$ cat src/verilog/dil_defines.vh
// Constants shared by the depressurization initiation logic files.
`ifndef DIL_DEFINES_VH
`define DIL_DEFINES_VH

// ----------------------------------------------------------------
// Timing
// ----------------------------------------------------------------
`define DIL_CLK_NS 50
`define DIL_TICK_US 1000
`define DIL_TICK_CYC ((`DIL_TICK_US * 1000) / `DIL_CLK_NS)
`define DIL_BYP_MIN 13
`define DIL_BYP_TICKS ((`DIL_BYP_MIN * 60 * 1000000) / `DIL_TICK_US)
`define DIL_ACT_S 130
`define DIL_ACT_TICKS ((`DIL_ACT_S * 1000000) / `DIL_TICK_US)

// ----------------------------------------------------------------
// Register map and fields
// ----------------------------------------------------------------
`define DIL_AW 8
`define DIL_CTRL_OFS 8'h00
`define DIL_STAT_OFS 8'h04
`define DIL_VALVE_OFS 8'h08
`define DIL_PB_HP 0
`define DIL_PB_BYP 1
`define DIL_PB_ACT 2
`define DIL_PB_LOGIC 3
`define DIL_ST_TRIP 0
`define DIL_ST_TIMING 4
`define DIL_ST_SEAL 8
`define DIL_ST_BYP 12
`define DIL_ST_INH 16
`define DIL_ST_AUTO 18
`define DIL_ST_TALM 19
`define DIL_ST_IALM 20
`define DIL_VS_SOL 0
`define DIL_VS_BUSB 8
`define DIL_VS_TRB 16
`define DIL_RESP_OKAY 2'h0
`define DIL_RESP_SLVERR 2'h2

`endif

$ cat src/verilog/dil_trip_logic.v
// One trip logic: seal-in, bypass timer, actuation delay and trip latch.
`timescale 1ns/100ps
`include "dil_defines.vh"
module dil_trip_logic #(
  parameter [31:0] BYP_TICKS = `DIL_BYP_TICKS,
  parameter [31:0] ACT_TICKS = `DIL_ACT_TICKS
) (
  input wire aclk,
  input wire aresetn,
  input wire tick,
  input wire lvl1,
  input wire lvl3,
  input wire hp,
  input wire perm,
  input wire inhibit,
  input wire hp_rst,
  input wire byp_rst,
  input wire act_rst,
  input wire logic_rst,
  output reg trip_r,
  output reg timing_r,
  output reg hp_seal_r,
  output reg bypass_r
);
  reg [31:0] byp_cnt_r;
  reg byp_run_r;
  reg byp_done_r;
  reg [31:0] act_cnt_r;
  reg act_done_r;

  // Resetting the initiation signals sends both timers back to zero.
  wire recycle = hp_rst | logic_rst;
  wire byp_clr = byp_rst | recycle;
  wire byp_count = byp_run_r & ~byp_done_r;
  wire byp_exp = byp_count & tick & (byp_cnt_r == BYP_TICKS - 32'h1);
  wire hp_ok = hp_seal_r | bypass_r;
  wire act_cond = lvl1 & lvl3 & hp_ok;
  wire act_count = act_cond & ~act_done_r;
  wire act_exp = act_count & tick & (act_cnt_r == ACT_TICKS - 32'h1);
  wire act_clr = act_rst | recycle | ~act_cond;
  wire init_ok = lvl1 & lvl3 & hp_ok & perm;

  always @(posedge aclk) begin
    if (!aresetn) begin
      hp_seal_r <= 1'b0;
      byp_run_r <= 1'b0;
      byp_cnt_r <= 32'h0;
      byp_done_r <= 1'b0;
      bypass_r <= 1'b0;
      act_cnt_r <= 32'h0;
      act_done_r <= 1'b0;
      trip_r <= 1'b0;
      timing_r <= 1'b0;
    end else begin
      // A live trip input wins over the reset button.
      hp_seal_r <= hp | (hp_seal_r & ~hp_rst);
      // The bypass timer keeps its state when level 1 drops; only a reset clears it.
      byp_run_r <= ~byp_clr & (byp_run_r | lvl1);
      if (byp_clr) begin
        byp_cnt_r <= 32'h0;
      end else if (byp_count & tick) begin
        byp_cnt_r <= byp_cnt_r + 32'h1;
      end
      byp_done_r <= ~byp_clr & (byp_done_r | byp_exp);
      bypass_r <= ~byp_clr & (bypass_r | (byp_exp & lvl1));
      if (act_clr) begin
        act_cnt_r <= 32'h0;
      end else if (act_count & tick) begin
        act_cnt_r <= act_cnt_r + 32'h1;
      end
      act_done_r <= ~act_clr & (act_done_r | act_exp);
      if (act_rst | (logic_rst & ~init_ok)) begin
        trip_r <= 1'b0;
      end else if (act_done_r & init_ok & ~inhibit) begin
        trip_r <= 1'b1;
      end
      timing_r <= byp_count | act_count;
    end
  end
endmodule

$ cat src/verilog/dil_top.v
// Automatic depressurization initiation logic with AXI4-Lite status and control.
//
// Decided for this implementation: the register offsets and the AXI4-Lite slave port.
`timescale 1ns/100ps
`include "dil_defines.vh"
module dil_top #(
  parameter NV = 7,
  parameter [31:0] TICK_CYC = `DIL_TICK_CYC,
  parameter [31:0] BYP_TICKS = `DIL_BYP_TICKS,
  parameter [31:0] ACT_TICKS = `DIL_ACT_TICKS
) (
  input wire aclk,
  input wire aresetn,
  input wire [`DIL_AW-1:0] s_axi_awaddr,
  input wire [2:0] s_axi_awprot,
  input wire s_axi_awvalid,
  output reg s_axi_awready,
  input wire [31:0] s_axi_wdata,
  input wire [3:0] s_axi_wstrb,
  input wire s_axi_wvalid,
  output reg s_axi_wready,
  output reg [1:0] s_axi_bresp,
  output reg s_axi_bvalid,
  input wire s_axi_bready,
  input wire [`DIL_AW-1:0] s_axi_araddr,
  input wire [2:0] s_axi_arprot,
  input wire s_axi_arvalid,
  output reg s_axi_arready,
  output reg [31:0] s_axi_rdata,
  output reg [1:0] s_axi_rresp,
  output reg s_axi_rvalid,
  input wire s_axi_rready,
  input wire [3:0] level_low_low_in,
  input wire [3:0] level_low_in,
  input wire [3:0] cont_press_high_in,
  input wire [3:0] low_pressure_injection_press_in,
  input wire [1:0] spray_pump_press_in,
  input wire [1:0] inhibit_key_in,
  input wire seal_reset_pb_in,
  input wire bypass_reset_pb_in,
  input wire act_reset_pb_in,
  input wire logic_reset_pb_in,
  input wire [NV-1:0] manual_open_in,
  input wire [NV-1:0] backup_ovp_in,
  input wire bus_a_ok_in,
  input wire [NV-1:0] valve_bus_a_ok_in,
  output reg [NV-1:0] valve_sol_r,
  output reg [NV-1:0] sol_lamp_r,
  output reg timing_alarm_r,
  output reg inhibit_alarm_r,
  output reg [1:0] inhibit_lamp_r,
  output reg train_b_bus_b_r,
  output reg [NV-1:0] valve_bus_b_r
);

  // ----------------------------------------------------------------
  // Input synchronisers
  // ----------------------------------------------------------------
  // Every field input pin crosses two flops (the AXI pins do not); that lag is tiny against one timer tick.
  localparam NS = 25 + 3 * NV;
  wire [NS-1:0] raw = {level_low_low_in, level_low_in, cont_press_high_in,
    low_pressure_injection_press_in, spray_pump_press_in, inhibit_key_in,
    seal_reset_pb_in, bypass_reset_pb_in, act_reset_pb_in, logic_reset_pb_in,
    manual_open_in, backup_ovp_in, bus_a_ok_in, valve_bus_a_ok_in};
  wire [NS-1:0] syn;

  genvar gi;
  generate
    for (gi = 0; gi < NS; gi = gi + 1) begin : g_sync
      reg m_r;
      reg s_r;
      always @(posedge aclk) begin
        if (!aresetn) begin
          m_r <= 1'b0;
          s_r <= 1'b0;
        end else begin
          m_r <= raw[gi];
          s_r <= m_r;
        end
      end
      assign syn[gi] = s_r;
    end
  endgenerate

  wire [3:0] lvl1_s;
  wire [3:0] lvl3_s;
  wire [3:0] hp_s;
  wire [3:0] lpi_s;
  wire [1:0] spr_s;
  wire [1:0] inh_s;
  wire pb_hp_s;
  wire pb_byp_s;
  wire pb_act_s;
  wire pb_logic_s;
  wire [NV-1:0] man_s;
  wire [NV-1:0] ovp_s;
  wire bus_a_s;
  wire [NV-1:0] vbus_a_s;
  assign {lvl1_s, lvl3_s, hp_s, lpi_s, spr_s, inh_s, pb_hp_s, pb_byp_s, pb_act_s,
    pb_logic_s, man_s, ovp_s, bus_a_s, vbus_a_s} = syn;

  // ----------------------------------------------------------------
  // Timebase
  // ----------------------------------------------------------------
  // One shared tick keeps the long timers narrow in their per-tick compare.
  // The prescaler runs free, so a timer's first tick lands up to TICK_CYC cycles late.
  reg [31:0] pre_r;
  reg tick_r;
  always @(posedge aclk) begin
    if (!aresetn) begin
      pre_r <= 32'h0;
      tick_r <= 1'b0;
    end else if (pre_r == TICK_CYC - 32'h1) begin
      pre_r <= 32'h0;
      tick_r <= 1'b1;
    end else begin
      pre_r <= pre_r + 32'h1;
      tick_r <= 1'b0;
    end
  end

  // ----------------------------------------------------------------
  // Trip logics
  // ----------------------------------------------------------------
  reg [3:0] sw_pb_r;
  wire hp_rst = pb_hp_s | sw_pb_r[`DIL_PB_HP];
  wire byp_rst = pb_byp_s | sw_pb_r[`DIL_PB_BYP];
  wire act_rst = pb_act_s | sw_pb_r[`DIL_PB_ACT];
  wire logic_rst = pb_logic_s | sw_pb_r[`DIL_PB_LOGIC];
  // The permissive and the inhibit keys are shared by all four logics.
  wire perm = |{lpi_s, spr_s};
  wire inhibit = &inh_s;
  wire [3:0] trip;
  wire [3:0] timing;
  wire [3:0] seal;
  wire [3:0] byp;

  // Logics 0 and 1 form train A, logics 2 and 3 form train B.
  generate
    for (gi = 0; gi < 4; gi = gi + 1) begin : g_logic
      dil_trip_logic #(
        .BYP_TICKS(BYP_TICKS),
        .ACT_TICKS(ACT_TICKS)
      ) u_logic (
        .aclk(aclk),
        .aresetn(aresetn),
        .tick(tick_r),
        .lvl1(lvl1_s[gi]),
        .lvl3(lvl3_s[gi]),
        .hp(hp_s[gi]),
        .perm(perm),
        .inhibit(inhibit),
        .hp_rst(hp_rst),
        .byp_rst(byp_rst),
        .act_rst(act_rst),
        .logic_rst(logic_rst),
        .trip_r(trip[gi]),
        .timing_r(timing[gi]),
        .hp_seal_r(seal[gi]),
        .bypass_r(byp[gi])
      );
    end
  endgenerate

  // ----------------------------------------------------------------
  // Valve outputs, alarms and power selection
  // ----------------------------------------------------------------
  // Both logics of one train must trip; either train alone opens the valves.
  wire train_a_trip = trip[0] & trip[1];
  wire train_b_trip = trip[2] & trip[3];
  wire auto_open = train_a_trip | train_b_trip;
  wire [NV-1:0] sol_nxt;
  wire [NV-1:0] vbus_b_nxt;
  generate
    for (gi = 0; gi < NV; gi = gi + 1) begin : g_valve
      // Manual and backup demands reach the solenoid even while both trains are reset.
      assign sol_nxt[gi] = auto_open | man_s[gi] | ovp_s[gi];
      // Each valve follows its own power monitor, independent of the train supply.
      assign vbus_b_nxt[gi] = ~vbus_a_s[gi];
    end
  endgenerate

  always @(posedge aclk) begin
    if (!aresetn) begin
      valve_sol_r <= {NV{1'b0}};
      sol_lamp_r <= {NV{1'b0}};
      timing_alarm_r <= 1'b0;
      inhibit_alarm_r <= 1'b0;
      inhibit_lamp_r <= 2'h0;
      train_b_bus_b_r <= 1'b0;
      valve_bus_b_r <= {NV{1'b0}};
    end else begin
      valve_sol_r <= sol_nxt;
      sol_lamp_r <= sol_nxt;
      timing_alarm_r <= |timing;
      inhibit_alarm_r <= |inh_s;
      inhibit_lamp_r <= inh_s;
      // Supply returns to bus A once it is healthy again.
      // Healthy inputs read low for two clocks after reset, so bus B shows briefly.
      train_b_bus_b_r <= ~bus_a_s;
      valve_bus_b_r <= vbus_b_nxt;
    end
  end

  // ----------------------------------------------------------------
  // AXI4-Lite write channel
  // ----------------------------------------------------------------
  reg aw_full_r;
  reg w_full_r;
  reg [`DIL_AW-1:0] aw_addr_r;
  reg [31:0] w_data_r;
  reg [3:0] w_strb_r;
  wire aw_take = s_axi_awvalid & s_axi_awready;
  wire w_take = s_axi_wvalid & s_axi_wready;
  // A write commits once both halves are in and the last response has been taken.
  wire commit = aw_full_r & w_full_r & ~s_axi_bvalid;
  wire [`DIL_AW-1:0] wofs = {aw_addr_r[`DIL_AW-1:2], 2'h0};
  wire w_ctrl = (wofs == `DIL_CTRL_OFS);
  wire w_stat = (wofs == `DIL_STAT_OFS);
  wire w_valve = (wofs == `DIL_VALVE_OFS);
  // Status and valve words are read-only, so writes there are accepted and dropped.
  wire w_hit = w_ctrl | w_stat | w_valve;

  always @(posedge aclk) begin
    if (!aresetn) begin
      aw_full_r <= 1'b0;
      w_full_r <= 1'b0;
      aw_addr_r <= {`DIL_AW{1'b0}};
      w_data_r <= 32'h0;
      w_strb_r <= 4'h0;
      s_axi_awready <= 1'b1;
      s_axi_wready <= 1'b1;
      s_axi_bvalid <= 1'b0;
      s_axi_bresp <= `DIL_RESP_OKAY;
      sw_pb_r <= 4'h0;
    end else begin
      sw_pb_r <= 4'h0;
      if (aw_take) begin
        aw_full_r <= 1'b1;
        aw_addr_r <= s_axi_awaddr;
        s_axi_awready <= 1'b0;
      end
      if (w_take) begin
        w_full_r <= 1'b1;
        w_data_r <= s_axi_wdata;
        w_strb_r <= s_axi_wstrb;
        s_axi_wready <= 1'b0;
      end
      if (commit) begin
        aw_full_r <= 1'b0;
        w_full_r <= 1'b0;
        s_axi_awready <= 1'b1;
        s_axi_wready <= 1'b1;
        s_axi_bvalid <= 1'b1;
        s_axi_bresp <= w_hit ? `DIL_RESP_OKAY : `DIL_RESP_SLVERR;
        // Control bits act as momentary pushbuttons for one clock.
        // The pins, by contrast, act for as long as they are held.
        if (w_ctrl & w_strb_r[0]) begin
          sw_pb_r <= w_data_r[3:0];
        end
      end else if (s_axi_bvalid & s_axi_bready) begin
        s_axi_bvalid <= 1'b0;
      end
    end
  end

  // ----------------------------------------------------------------
  // AXI4-Lite read channel
  // ----------------------------------------------------------------
  wire [`DIL_AW-1:0] rofs = {s_axi_araddr[`DIL_AW-1:2], 2'h0};
  reg [31:0] stat_word;
  reg [31:0] valve_word;
  always @* begin
    stat_word = 32'h0;
    stat_word[`DIL_ST_TRIP +: 4] = trip;
    stat_word[`DIL_ST_TIMING +: 4] = timing;
    stat_word[`DIL_ST_SEAL +: 4] = seal;
    stat_word[`DIL_ST_BYP +: 4] = byp;
    stat_word[`DIL_ST_INH +: 2] = inh_s;
    stat_word[`DIL_ST_AUTO] = auto_open;
    stat_word[`DIL_ST_TALM] = timing_alarm_r;
    stat_word[`DIL_ST_IALM] = inhibit_alarm_r;
    valve_word = 32'h0;
    valve_word[`DIL_VS_SOL +: NV] = valve_sol_r;
    valve_word[`DIL_VS_BUSB +: NV] = valve_bus_b_r;
    valve_word[`DIL_VS_TRB] = train_b_bus_b_r;
  end

  // Read data are captured when the address is taken and held until rready.
  always @(posedge aclk) begin
    if (!aresetn) begin
      s_axi_arready <= 1'b1;
      s_axi_rvalid <= 1'b0;
      s_axi_rdata <= 32'h0;
      s_axi_rresp <= `DIL_RESP_OKAY;
    end else if (s_axi_arvalid & s_axi_arready) begin
      s_axi_arready <= 1'b0;
      s_axi_rvalid <= 1'b1;
      s_axi_rresp <= `DIL_RESP_OKAY;
      case (rofs)
        `DIL_CTRL_OFS: begin
          s_axi_rdata <= 32'h0;
        end
        `DIL_STAT_OFS: begin
          s_axi_rdata <= stat_word;
        end
        `DIL_VALVE_OFS: begin
          s_axi_rdata <= valve_word;
        end
        default: begin
          s_axi_rdata <= 32'h0;
          s_axi_rresp <= `DIL_RESP_SLVERR;
        end
      endcase
    end else if (s_axi_rvalid & s_axi_rready) begin
      s_axi_rvalid <= 1'b0;
      s_axi_arready <= 1'b1;
    end
  end

endmodule

$ cat config.mk
export PLATFORM = sky130hd
export DESIGN_NAME = dil_top
export DESIGN_NICKNAME = d
export VERILOG_FILES = /design/src/verilog/dil_trip_logic.v /design/src/verilog/dil_top.v
export VERILOG_INCLUDE_DIRS = /design/src /design/src/verilog
export SDC_FILE = /design/constraint.sdc
export NUM_CORES = 1
export LEC_CHECK = 0
export BUFFER_PORTS_ARGS = -buffer_cell sky130_fd_sc_hd__buf_2
export CORE_MARGIN = 2
export CORE_UTILIZATION = 55
export DETAILED_ROUTE_END_ITERATION = 6
export GPL_ROUTABILITY_DRIVEN = 0
export HOLD_SLACK_MARGIN = 0.12
export PLACE_DENSITY = 0.75
export SLEW_MARGIN = 20
export SYNTH_ARGS = -nofsm -noshare
export SYNTH_HDL_FRONTEND = slang
export SYNTH_SLANG_ARGS = --single-unit
$ cat constraint.sdc
create_clock -name aclk -period 2.1 [get_ports aclk]
set_clock_uncertainty 0.05 [all_clocks]
set_input_delay 0.42 -clock aclk [delete_from_list [all_inputs] [get_ports aclk]]
set_output_delay 0.42 -clock aclk [all_outputs]
set_load 0.1 [all_outputs]
==> results of run 1 <==
-- cell type report --
class                           count  area [µm²]
Antenna cell                        2        5.00
Multi-Input combinational cell   1553        9570
Timing Repair Buffer              287        2110
Tap cell                          461         577
Clock inverter                     23         372
Inverter                           38         143
Fill cell                        2630       11700
Sequential cell                   473        9470
Clock buffer                       61        1330
-- stage by stage --
| stage | instance area (µm²) | power [W] | worst slack, ns |
|---|---|---|---|
| CTS | 23400 | 0.0197 | 0.0270 |
| detailed placement | 21100 | 0.0105 | -0.0273 |
| finish | 23600 | 0.0196 | 0.0271 |
| global placement | 21100 | 0.0105 | 0.0457 |
| floorplan | 19600 | 0.0102 | 0.0504 |
| global route | 23600 | 0.0201 | -0.0545 |
-- what timing repair did --
item                                    4_1_cts  5_1_grt
buffers inserted                              4        4
pin swaps                                     1        5
gates resized for setup                       5       20
endpoints found under the hold margin        63        0
hold buffers                                 63        0
endpoints found under the setup margin       10       30
-- state kept, by name (all words and copies together) (netlist names), 2 cells and up --
signal	flops
g_logic.u_logic.timing_r	4
g_sync.m_r	46
sw_pb_r	4
valve_bus_b_r	7
g_logic.u_logic.byp_run_r	4
sol_lamp_r	7
pre_r	32
g_logic.u_logic.hp_seal_r	4
g_logic.u_logic.act_done_r	4
g_logic.u_logic.byp_done_r	4
inhibit_lamp_r	2
g_sync.s_r	45
s_axi_rdata	21
g_logic.u_logic.bypass_r	4
g_logic.u_logic.byp_cnt_r	128
g_logic.u_logic.trip_r	4
aw_addr_r	6
w_data_r	4
g_logic.u_logic.act_cnt_r	128
-- cells by family (layout without fill, tap and decap cells) --
logic type / count (synthesis) / in the layout
xor gates and xnor gates: 246 / 246
DFF: 473 / 473
AOI/OAI and AO/OA: 155 / 155
muxes: 6 / 6
other: 1 / 15
and+or+nand+nor: 1124 / 1124
buffers and inverters: 149 / 409
adders and majority gates: 9 / 9
-- worst max-delay path, delay by kind of cell, from the launching register on --
kind                   cells  cell delay (ns)
buffers and inverters      2             0.28
flip-flops                 1             0.35
XOR/XNOR                   1             0.16
AND/OR/NAND/NOR            4             1.09
-- per-layer routing --
layer | global-route usage [%] | part of all wire, % | vias to the layer above
met2 | 41.5 | 48 | 398
met1 | 31.3 | 44 | 7785
li1 | - | - | 7936
met4 | 8.54 | 2.4 | 0
met3 | 4.40 | 5.6 | 88
met5 | 0 | 0 | -
-- worst max-delay path by stage --
stage | to | slack [ns]
finish | g_logic[2].u_logic.byp_cnt_r[26] | 0.03
global route | g_logic[2].u_logic.byp_cnt_r[26] | -0.05
global placement | g_logic[1].u_logic.act_cnt_r[27] | 0.05
floorplan | s_axi_rdata[19] | 0.05
CTS | g_logic[1].u_logic.act_cnt_r[29] | 0.03
detailed placement | g_logic[1].u_logic.act_cnt_r[29] | -0.03
-- placed cells by master (no fill, tap or decap), types with 6 or more instances in the layout --
master and count:
nor4b_1 10, nor2_1 324, clkbuf_8 6, nand4_1 91, and4_1 35, and3_1 46
o21ai_0 38, nor4_2 12, dlygate4sd3_1 63, ha_1 9, nand2_1 114, clkbuf_1 6
nor4_4 6, xnor2_1 124, nand3_1 134, or4_1 11, a221oi_1 15, a21oi_1 49
buf_4 93, nor4_1 59, dfxtp_1 472, nor3_2 9, xor2_1 122, mux2i_1 6
a31oi_1 6, nor3b_1 18, nor3_1 47, or3_1 30, and2_1 122, conb_1 13
buf_2 122, nor2b_1 18, clkinv_2 7, inv_1 38, bufinv_16 9, a21boi_0 19
clkbuf_16 49, o31a_1 7, buf_12 7
-- report_power, final --
part | switching, W | internal (W)
sequential | 0.0000828 | 0.00913
combinational | 0.000857 | 0.000322
clock | 0.00358 | 0.00560
==> flow_summary_export.csv, run 1 <==
group,metric,value,unit
routing,drt-pass1-iter-count,5,
synthesis,synthAdderAreaFrac,0.576,%
job,drv_cap,0,
layout,syn_to_final_growth,20.5,%
floorplan,die_y,193,µm
layout,finalNonFillerCells,2898,
synthesis,synth_flop_cell,"dfxtp_1",
critical_path,reg2reg_to,"g_logic[2].u_logic.byp_cnt_r[26]",
synthesis,yosys-top-cells-count,"dfxtp_1, nor2_1, nand3_1, xnor2_1",
sta,holdWs,0.260,ns
global_routing,first_global_vias,15559,
clock_network,clk_path_buf_depth,3,
layout,num-nets-final,2520,
critical_path,cp_max_fo,12,
clock_network,htreeDepth,2,
sta,worst_pin_slew,0.634,ns
synthesis,ys_ff_latch,473,
synthesis,synth_top_family_by_area,"simple AND/OR/NAND/NOR gates",
critical_path,slowest_delay,0.46,ns
synthesis,ys_async_sr_fraction,0,%
sta,layout_min_cycle_time,2.07,ns
floorplan,coreArea,35300,µm²
min_path,min_from,"s_axi_arvalid",
clock_network,clock-root-buffer,"clkbuf_16",
routing,vias_per_cell,5.59,
sta,tns,0,ns
min_path,min_to,"s_axi_rresp[1]",
critical_path,reg2reg_slack,0.03,ns
placement,dp.cells,2741,
global_routing,antenna_found_initial,1,
critical_path,cp-end-kind,"flip-flop",
routing,vias,16207,
power_and_ir_drop,power_density,830,nW/µm²
floorplan,dieWidth,193,µm
synthesis,synth_cell_types,61,
synthesis,synth-compound-area-share,5.10,%
synthesis,synth_xor_area_share,11.0,%
floorplan,num_io_pins,178,
min_path,holdPathStages,3,
sta,maxSlewViolCount,0,
synthesis,synth_edf_count,0,
synthesis,yosysWarnings,0,
run_status,status,"finished clean",
critical_path,worstPathRequired,2.50,ns
sta,post-route-period-util,98.7,%
sta,hold_viol_final,0,
critical_path,r2r_cells,7,
routing,final_antenna_net_count,0,
synthesis,yosys-top-cells-area,"dfxtp_1, nor2_1, xnor2_1",
routing,drtIter0Drc,928,
synthesis,yosysMostFrequentCell,"dfxtp_1",
sta,relSlewSlack,57.7,%
floorplan,rows,69,
global_routing,grtUsageTotal,24.5,%
layout,drive_gt1_share,14.5,%
critical_path,worstPathArrival,2.47,ns
global_routing,overflow,0,
critical_path,r2r-start,"tick_r",
min_path,hold_path_class,"input port to flip-flop",
clock_network,cts_tree,"done",
clock_network,cts.sinks,473,
routing,postRouteWirelength,45600,µm
clock_network,cts_buffers,47,
sta,max_freq,0.482,GHz
clock_network,clk_latency,0.58,ns
placement,dp_hpwl,29400,µm
routing,wl_per_cell,15.7,µm
critical_path,crit_type,"flip-flop to flip-flop",
placement,place.port_buffers,123,
critical_path,crit_chain,"buf_4 > buf_6 > and4b_1 > nand3_1 > nor4_1 > xnor2_1 > nor2_1",
synthesis,yosys.area.top_type_share,48.4,%
clock_network,clk_pin_slew,0.06,ns
critical_path,cpMaxStageDelayCell,"nor4_1",
floorplan,die_area,37100,µm²
synthesis,yosysSeqAreaShare,48.4,%
critical_path,crit_start,"tick_r",
synthesis,synth_mux_area_share,0.307,%
global_routing,grt_start_max_net_pins,89,
synthesis,syn_avg_cell_area,9.05,µm²
routing,drc,0,
critical_path,worstSetupStartpointType,"flip-flop",
synthesis,netlist_area,19600,µm²
global_routing,grt_pass1_wl,74700,µm
power_and_ir_drop,vdd.ir_drop.worst,0.760,mV
power_and_ir_drop,p_leak,8.56,nW
floorplan,start_util,55.4,%
layout,fin_util,66.8,%
synthesis,yosys.area.top_type,"dfxtp_1",
synthesis,syn_inst,2163,
synthesis,synthSimpleGateAreaFrac,31.1,%
sta,final-setup-viol-count,0,
Note: power is estimated with default switching activity, not from simulation.
==> run 2: changes to the inputs <==
==> constraint.sdc (replaced) <==
create_clock -name aclk -period 2.5 [get_ports aclk]
set_clock_uncertainty 0.05 [all_clocks]
set_input_delay 0.5 -clock aclk [delete_from_list [all_inputs] [get_ports aclk]]
set_output_delay 0.5 -clock aclk [all_outputs]
set_load 0.1 [all_outputs]
==> run 2 against run 1 <==
Via count decreased by 3.2%. Utilization fell by 2.6 points. Critical path type unchanged. Sequential cell count unchanged. Global-route usage shrank 0.82 points. Critical path depth unchanged. Highest routed layer unchanged. Sequential share of layout area grew 1.6 points. Sequential power fell by 16%. Clock power decreased by 19%. Maximum frequency decreased by 6.5%. Non-clock buffer count is 76 lower.
==> flow_summary_export.csv, run 2 (same netlist as run 1, synthesis figures left out) <==
group,metric,value,unit
layout,drive_gt1_share,11.8,%
critical_path,path_buf_inv,2,
routing,postRouteWirelength,43600,µm
sta,relSlewSlack,43.9,%
sta,max_freq,0.451,GHz
routing,final_antenna_net_count,0,
power_and_ir_drop,power_density,710,nW/µm²
floorplan,start_util,55.4,%
sta,hold_viol_final,0,
layout,regArea,9470,µm²
critical_path,cpMostUsedCell,"buf_4",
sta,post-route-period-util,88.6,%
critical_path,critical-path-top-delay-family,"simple AND/OR/NAND/NOR gates",
sta,tns,0,ns
clock_network,clk_path_buf_depth,3,
floorplan,num_io_pins,178,
critical_path,worstSetupStartpointType,"flip-flop",
floorplan,die_area,37100,µm²
global_routing,overflow,0,
sta,layout_min_cycle_time,2.22,ns
clock_network,htreeDepth,2,
global_routing,grtUsageTotal,23.6,%
clock_network,cts_buffers,46,
routing,drtIter0Drc,1033,
clock_network,clk_latency,0.56,ns
layout,reg.largest.list,"g_logic.u_logic.act_cnt_r x128, g_logic.u_logic.byp_cnt_r x128, g_sync.m_r x46",
power_and_ir_drop,p_leak,8.15,nW
clock_network,clock-root-buffer,"clkbuf_16",
power_and_ir_drop,vdd.ir_drop.worst,0.622,mV
global_routing,antenna_found_initial,0,
clock_network,clk_pin_slew,0.06,ns
placement,dp_hpwl,28500,µm
sta,holdWs,0.142,ns
placement,place.port_buffers,123,
layout,fill_cells,2778,
routing,drt-pass1-iter-count,5,
layout,multi_input_area,9470,µm²
global_routing,first_global_vias,15109,
sta,grt_setup_unrepaired,"no",
floorplan,rows,69,
global_routing,grt_pass1_wl,72900,µm
layout,syn_to_final_growth,15.9,%
critical_path,crit_chain,"buf_4 > nand4b_1 > or4_1 > buf_4 > nor4_1 > xnor2_1 > nor2_1",
routing,drc,0,
job,drv_cap,0,
routing,vias,15693,
sta,final-setup-viol-count,0,
sta,maxSlewViolCount,0,
sta,worst_pin_slew,0.841,ns
floorplan,coreArea,35300,µm²
critical_path,crit_type,"flip-flop to flip-flop",
layout,num-nets-final,2443,
clock_network,cts_tree,"done",
power_and_ir_drop,finalPower,0.0161,W
min_path,hold_path_class,"input port to flip-flop",
clock_network,ctsResizeCount,0,
critical_path,cp_max_fo,15,
layout,num_antenna_cells,0,
clock_network,cts.sinks,473,
global_routing,grt_start_max_net_pins,85,
routing,vias_per_cell,5.56,
critical_path,cpMaxStageDelayCell,"or4_1",
critical_path,worstPathArrival,2.60,ns
layout,final_cell_mix,"dfxtp_1, nor2_1, nand3_1",
critical_path,cp-end-kind,"flip-flop",
layout,layout_commonest_cell,"dfxtp_1",
floorplan,dieWidth,193,µm
floorplan,die_y,193,µm
run_status,status,"finished clean",
critical_path,worstPathRequired,2.88,ns
critical_path,slowest_delay,0.47,ns
routing,wl_per_cell,15.5,µm
## run 2: timing repair
action                                  4_1_cts  5_1_grt
hold buffers                                 38        1
endpoints found under the setup margin        0        0
endpoints found under the hold margin        38        1
setup buffers                                 0        0
## run 2: metrics by stage
step	utilization [%]	setup WS, ns	cell area (µm²)	instances
floorplan	-	0.415	19600	2175
global placement	58.5	0.398	20600	2697
detailed placement	58.5	0.377	20600	2697
CTS	64.2	0.307	22700	2819
global route	64.2	0.132	22700	2820
finish	64.2	0.284	22700	2820
## run 2: layout make-up
class                           count  area share (%)
Inverter                           38           0.629
Multi-Input combinational cell   1553            41.8
Tap cell                          461            2.54
Clock buffer                       67            6.15
Timing Repair Buffer              211            6.07
Sequential cell                   473            41.8
Clock inverter                     17            1.07
## run 2: metal layers
metal	up-vias	wire [µm]	global-route usage, %
met4	0	978	7.60
met1	7429	19400	31.3
met3	77	2770	4.64
met2	422	20500	38.9
li1	7765	-	-
met5	-	0	0
## run 2: worst paths after layout
kind / start / cells past startpoint / slack [ns] / endpoint
setup / recovery: tick_r / 7 / 0.28 / g_logic[1].u_logic.act_cnt_r[27]
hold / removal: level_low_low_in[0] / 2 / 0.14 / g_sync[42].m_r
setup reg to reg: tick_r / 7 / 0.28 / g_logic[1].u_logic.act_cnt_r[27]
hold reg to reg: g_sync[0].s_r / 1 / 0.33 / valve_bus_b_r[0]
## run 2: where the power goes
part | switching (W) | total (W) | internal, W | leakage, nW
Clock | 0.00293 | 0.00742 | 0.00449 | 0.809
Combinational | 0.000694 | 0.000923 | 0.000229 | 3.50
Sequential | 0.0000786 | 0.00775 | 0.00767 | 3.84
==> run 3: changes to the inputs <==
--- a/config.mk
+++ b/config.mk
@@ -12,7 +12,7 @@
 export DETAILED_ROUTE_END_ITERATION = 6
 export GPL_ROUTABILITY_DRIVEN = 0
 export HOLD_SLACK_MARGIN = 0.12
-export PLACE_DENSITY = 0.75
+export PLACE_DENSITY = 0.84
 export SLEW_MARGIN = 20
 export SYNTH_ARGS = -nofsm -noshare
 export SYNTH_HDL_FRONTEND = slang
==> run 3 against run 2 <==
Die area is the same. Critical path depth shrank 2. Sequential share of layout area grew 0.41 points. Register-to-register slack lost 0.19 ns. Via count grew 2.2%. Worst hold slack gained 0.0021 ns. Maximum frequency shrank 7.8%. Non-clock buffer count shrank 9. Critical path type unchanged.
==> flow_summary_export.csv, run 3 (same netlist as run 1, synthesis figures left out) <==
group,metric,value,unit
routing,final_antenna_net_count,0,
sta,holdWs,0.144,ns
floorplan,rows,69,
power_and_ir_drop,swShare,23.6,%
clock_network,cts_buffers,45,
floorplan,dieWidth,193,µm
critical_path,reg2reg_slack,0.1,ns
sta,layout_min_cycle_time,2.40,ns
routing,vias,16037,
global_routing,grt_pass1_wl,75100,µm
job,drv_cap,0,
sta,hold_viol_final,0,
global_routing,first_global_vias,15616,
layout,fin_area,22500,µm²
clock_network,clk_latency,0.56,ns
critical_path,reg2reg_to,"g_logic[0].u_logic.act_cnt_r[23]",
power_and_ir_drop,p_leak,8.04,nW
routing,wl_per_cell,16.2,µm
sta,final-setup-viol-count,0,
sta,post-route-period-util,96.1,%
power_and_ir_drop,power_density,687,nW/µm²
placement,place.port_buffers,123,
layout,reg.largest.list,"g_logic.u_logic.act_cnt_r x128, g_logic.u_logic.byp_cnt_r x128, g_sync.m_r x46",
clock_network,htreeDepth,2,
routing,postRouteWirelength,45500,µm
power_and_ir_drop,sequentialPowerShare,50.3,%
layout,syn_to_final_growth,14.7,%
layout,layout_commonest_cell,"dfxtp_1",
global_routing,antenna_found_initial,1,
critical_path,r2r_cells,5,
global_routing,overflow,0,
placement,place_area,20600,µm²
floorplan,die_area,37100,µm²
floorplan,num_io_pins,178,
global_routing,grtUsageTotal,24.5,%
routing,vias_per_cell,5.71,
floorplan,die_y,193,µm
sta,maxSlewViolCount,0,
critical_path,r2r-start,"g_logic[0].u_logic.hp_seal_r",
power_and_ir_drop,p_int,0.0118,W
layout,final_cell_mix,"dfxtp_1, nor2_1, nand3_1",
placement,dp_hpwl,29000,µm
power_and_ir_drop,p_clk_share,43.7,%
critical_path,worstPathArrival,2.79,ns
power_and_ir_drop,power.switching,0.00364,W
min_path,min_from,"cont_press_high_in[3]",
floorplan,coreArea,35300,µm²
clock_network,clock-root-buffer,"clkbuf_16",
layout,num-nets-final,2433,
routing,drtIter0Drc,1177,
critical_path,crit_type,"flip-flop to flip-flop",
critical_path,cp-end-kind,"flip-flop",
layout,fill_cells,2583,
routing,drc,0,
sta,relSlewSlack,41.2,%
critical_path,worstSetupStartpointType,"flip-flop",
min_path,hold_path_class,"input port to flip-flop",
critical_path,cp_max_fo,7,
layout,num_antenna_cells,0,
clock_network,cts.sinks,473,
power_and_ir_drop,p_comb_share,6.0,%
routing,drt-pass1-iter-count,6,
run_status,status,"finished clean",
min_path,holdPathStages,2,
sta,worst_pin_slew,0.874,ns
clock_network,clk_path_buf_depth,3,
layout,drive_gt1_share,11.4,%
min_path,min_to,"g_sync[37].m_r",
sta,max_freq,0.416,GHz
critical_path,worstPathRequired,2.89,ns
clock_network,clk_pin_slew,0.06,ns
power_and_ir_drop,vdd.ir_drop.worst,0.683,mV
clock_network,cts_tree,"done",
global_routing,grt_start_max_net_pins,74,
floorplan,start_util,55.4,%
sta,tns,0,ns
## run 3: worst max-delay path, cell delays in order (launching register included)
cell and delay, ns:
dfxtp_1 0.48, o211ai_2 0.26, or4_1 0.76, nor4_1 0.43, xnor2_1 0.15, nor2b_1 0.15
## run 3: layout make-up
type | count | area (µm²) | share of cell area [%]
Sequential cell | 473 | 9470 | 42.2
Tap cell | 461 | 577 | 2.57
Inverter | 38 | 143 | 0.635
Clock inverter | 13 | 93.8 | 0.418
Clock buffer | 67 | 1370 | 6.11
Multi-Input combinational cell | 1553 | 9480 | 42.2
Timing Repair Buffer | 202 | 1320 | 5.87
## run 3: power groups by stage
stage | Combinational, W | Clock, W | Sequential [W]
CTS | 0.000915 | 0.00680 | 0.00775
floorplan | 0.000398 | 0 | 0.00819
detailed placement | 0.000860 | 0 | 0.00792
global route | 0.000974 | 0.00712 | 0.00777
global placement | 0.000847 | 0 | 0.00791
finish | 0.000925 | 0.00675 | 0.00776
## run 3: per-layer routing
layer | up-vias | track usage, % | wire [µm]
met1 | 7717 | 29.8 | 18800
met5 | - | 0 | 0
met2 | 466 | 43.1 | 22700
met3 | 99 | 4.84 | 2780
li1 | 7755 | - | -
met4 | 0 | 8.31 | 1260
## run 3: through the flow
step	cells	worst slack, ns	total power [W]	util [%]
floorplan	2175	0.415	0.00859	-
global placement	2689	0.276	0.00876	58.3
detailed placement	2689	0.231	0.00878	58.3
CTS	2807	0.167	0.0155	63.6
global route	2807	-0.000528	0.0159	63.6
finish	2807	0.0970	0.0154	63.6
## run 3: timing repair
| action | CTS | global route |
|---|---|---|
| resized for setup | 0 | 1 |
| hold buffers | 38 | 0 |
| hold endpoints to repair | 38 | 0 |
| buffers inserted | 0 | 0 |
| endpoints found under the setup margin | 0 | 1 |
## run 3: worst max path at each step
stage                                       from                                to
global route                              tick_r  g_logic[2].u_logic.act_cnt_r[18]
detailed placement                        tick_r  g_logic[2].u_logic.act_cnt_r[30]
global placement                          tick_r  g_logic[2].u_logic.act_cnt_r[28]
floorplan                        s_axi_araddr[5]                   s_axi_rdata[12]
CTS                 g_logic[0].u_logic.hp_seal_r  g_logic[0].u_logic.act_cnt_r[23]
finish              g_logic[0].u_logic.hp_seal_r  g_logic[0].u_logic.act_cnt_r[23]
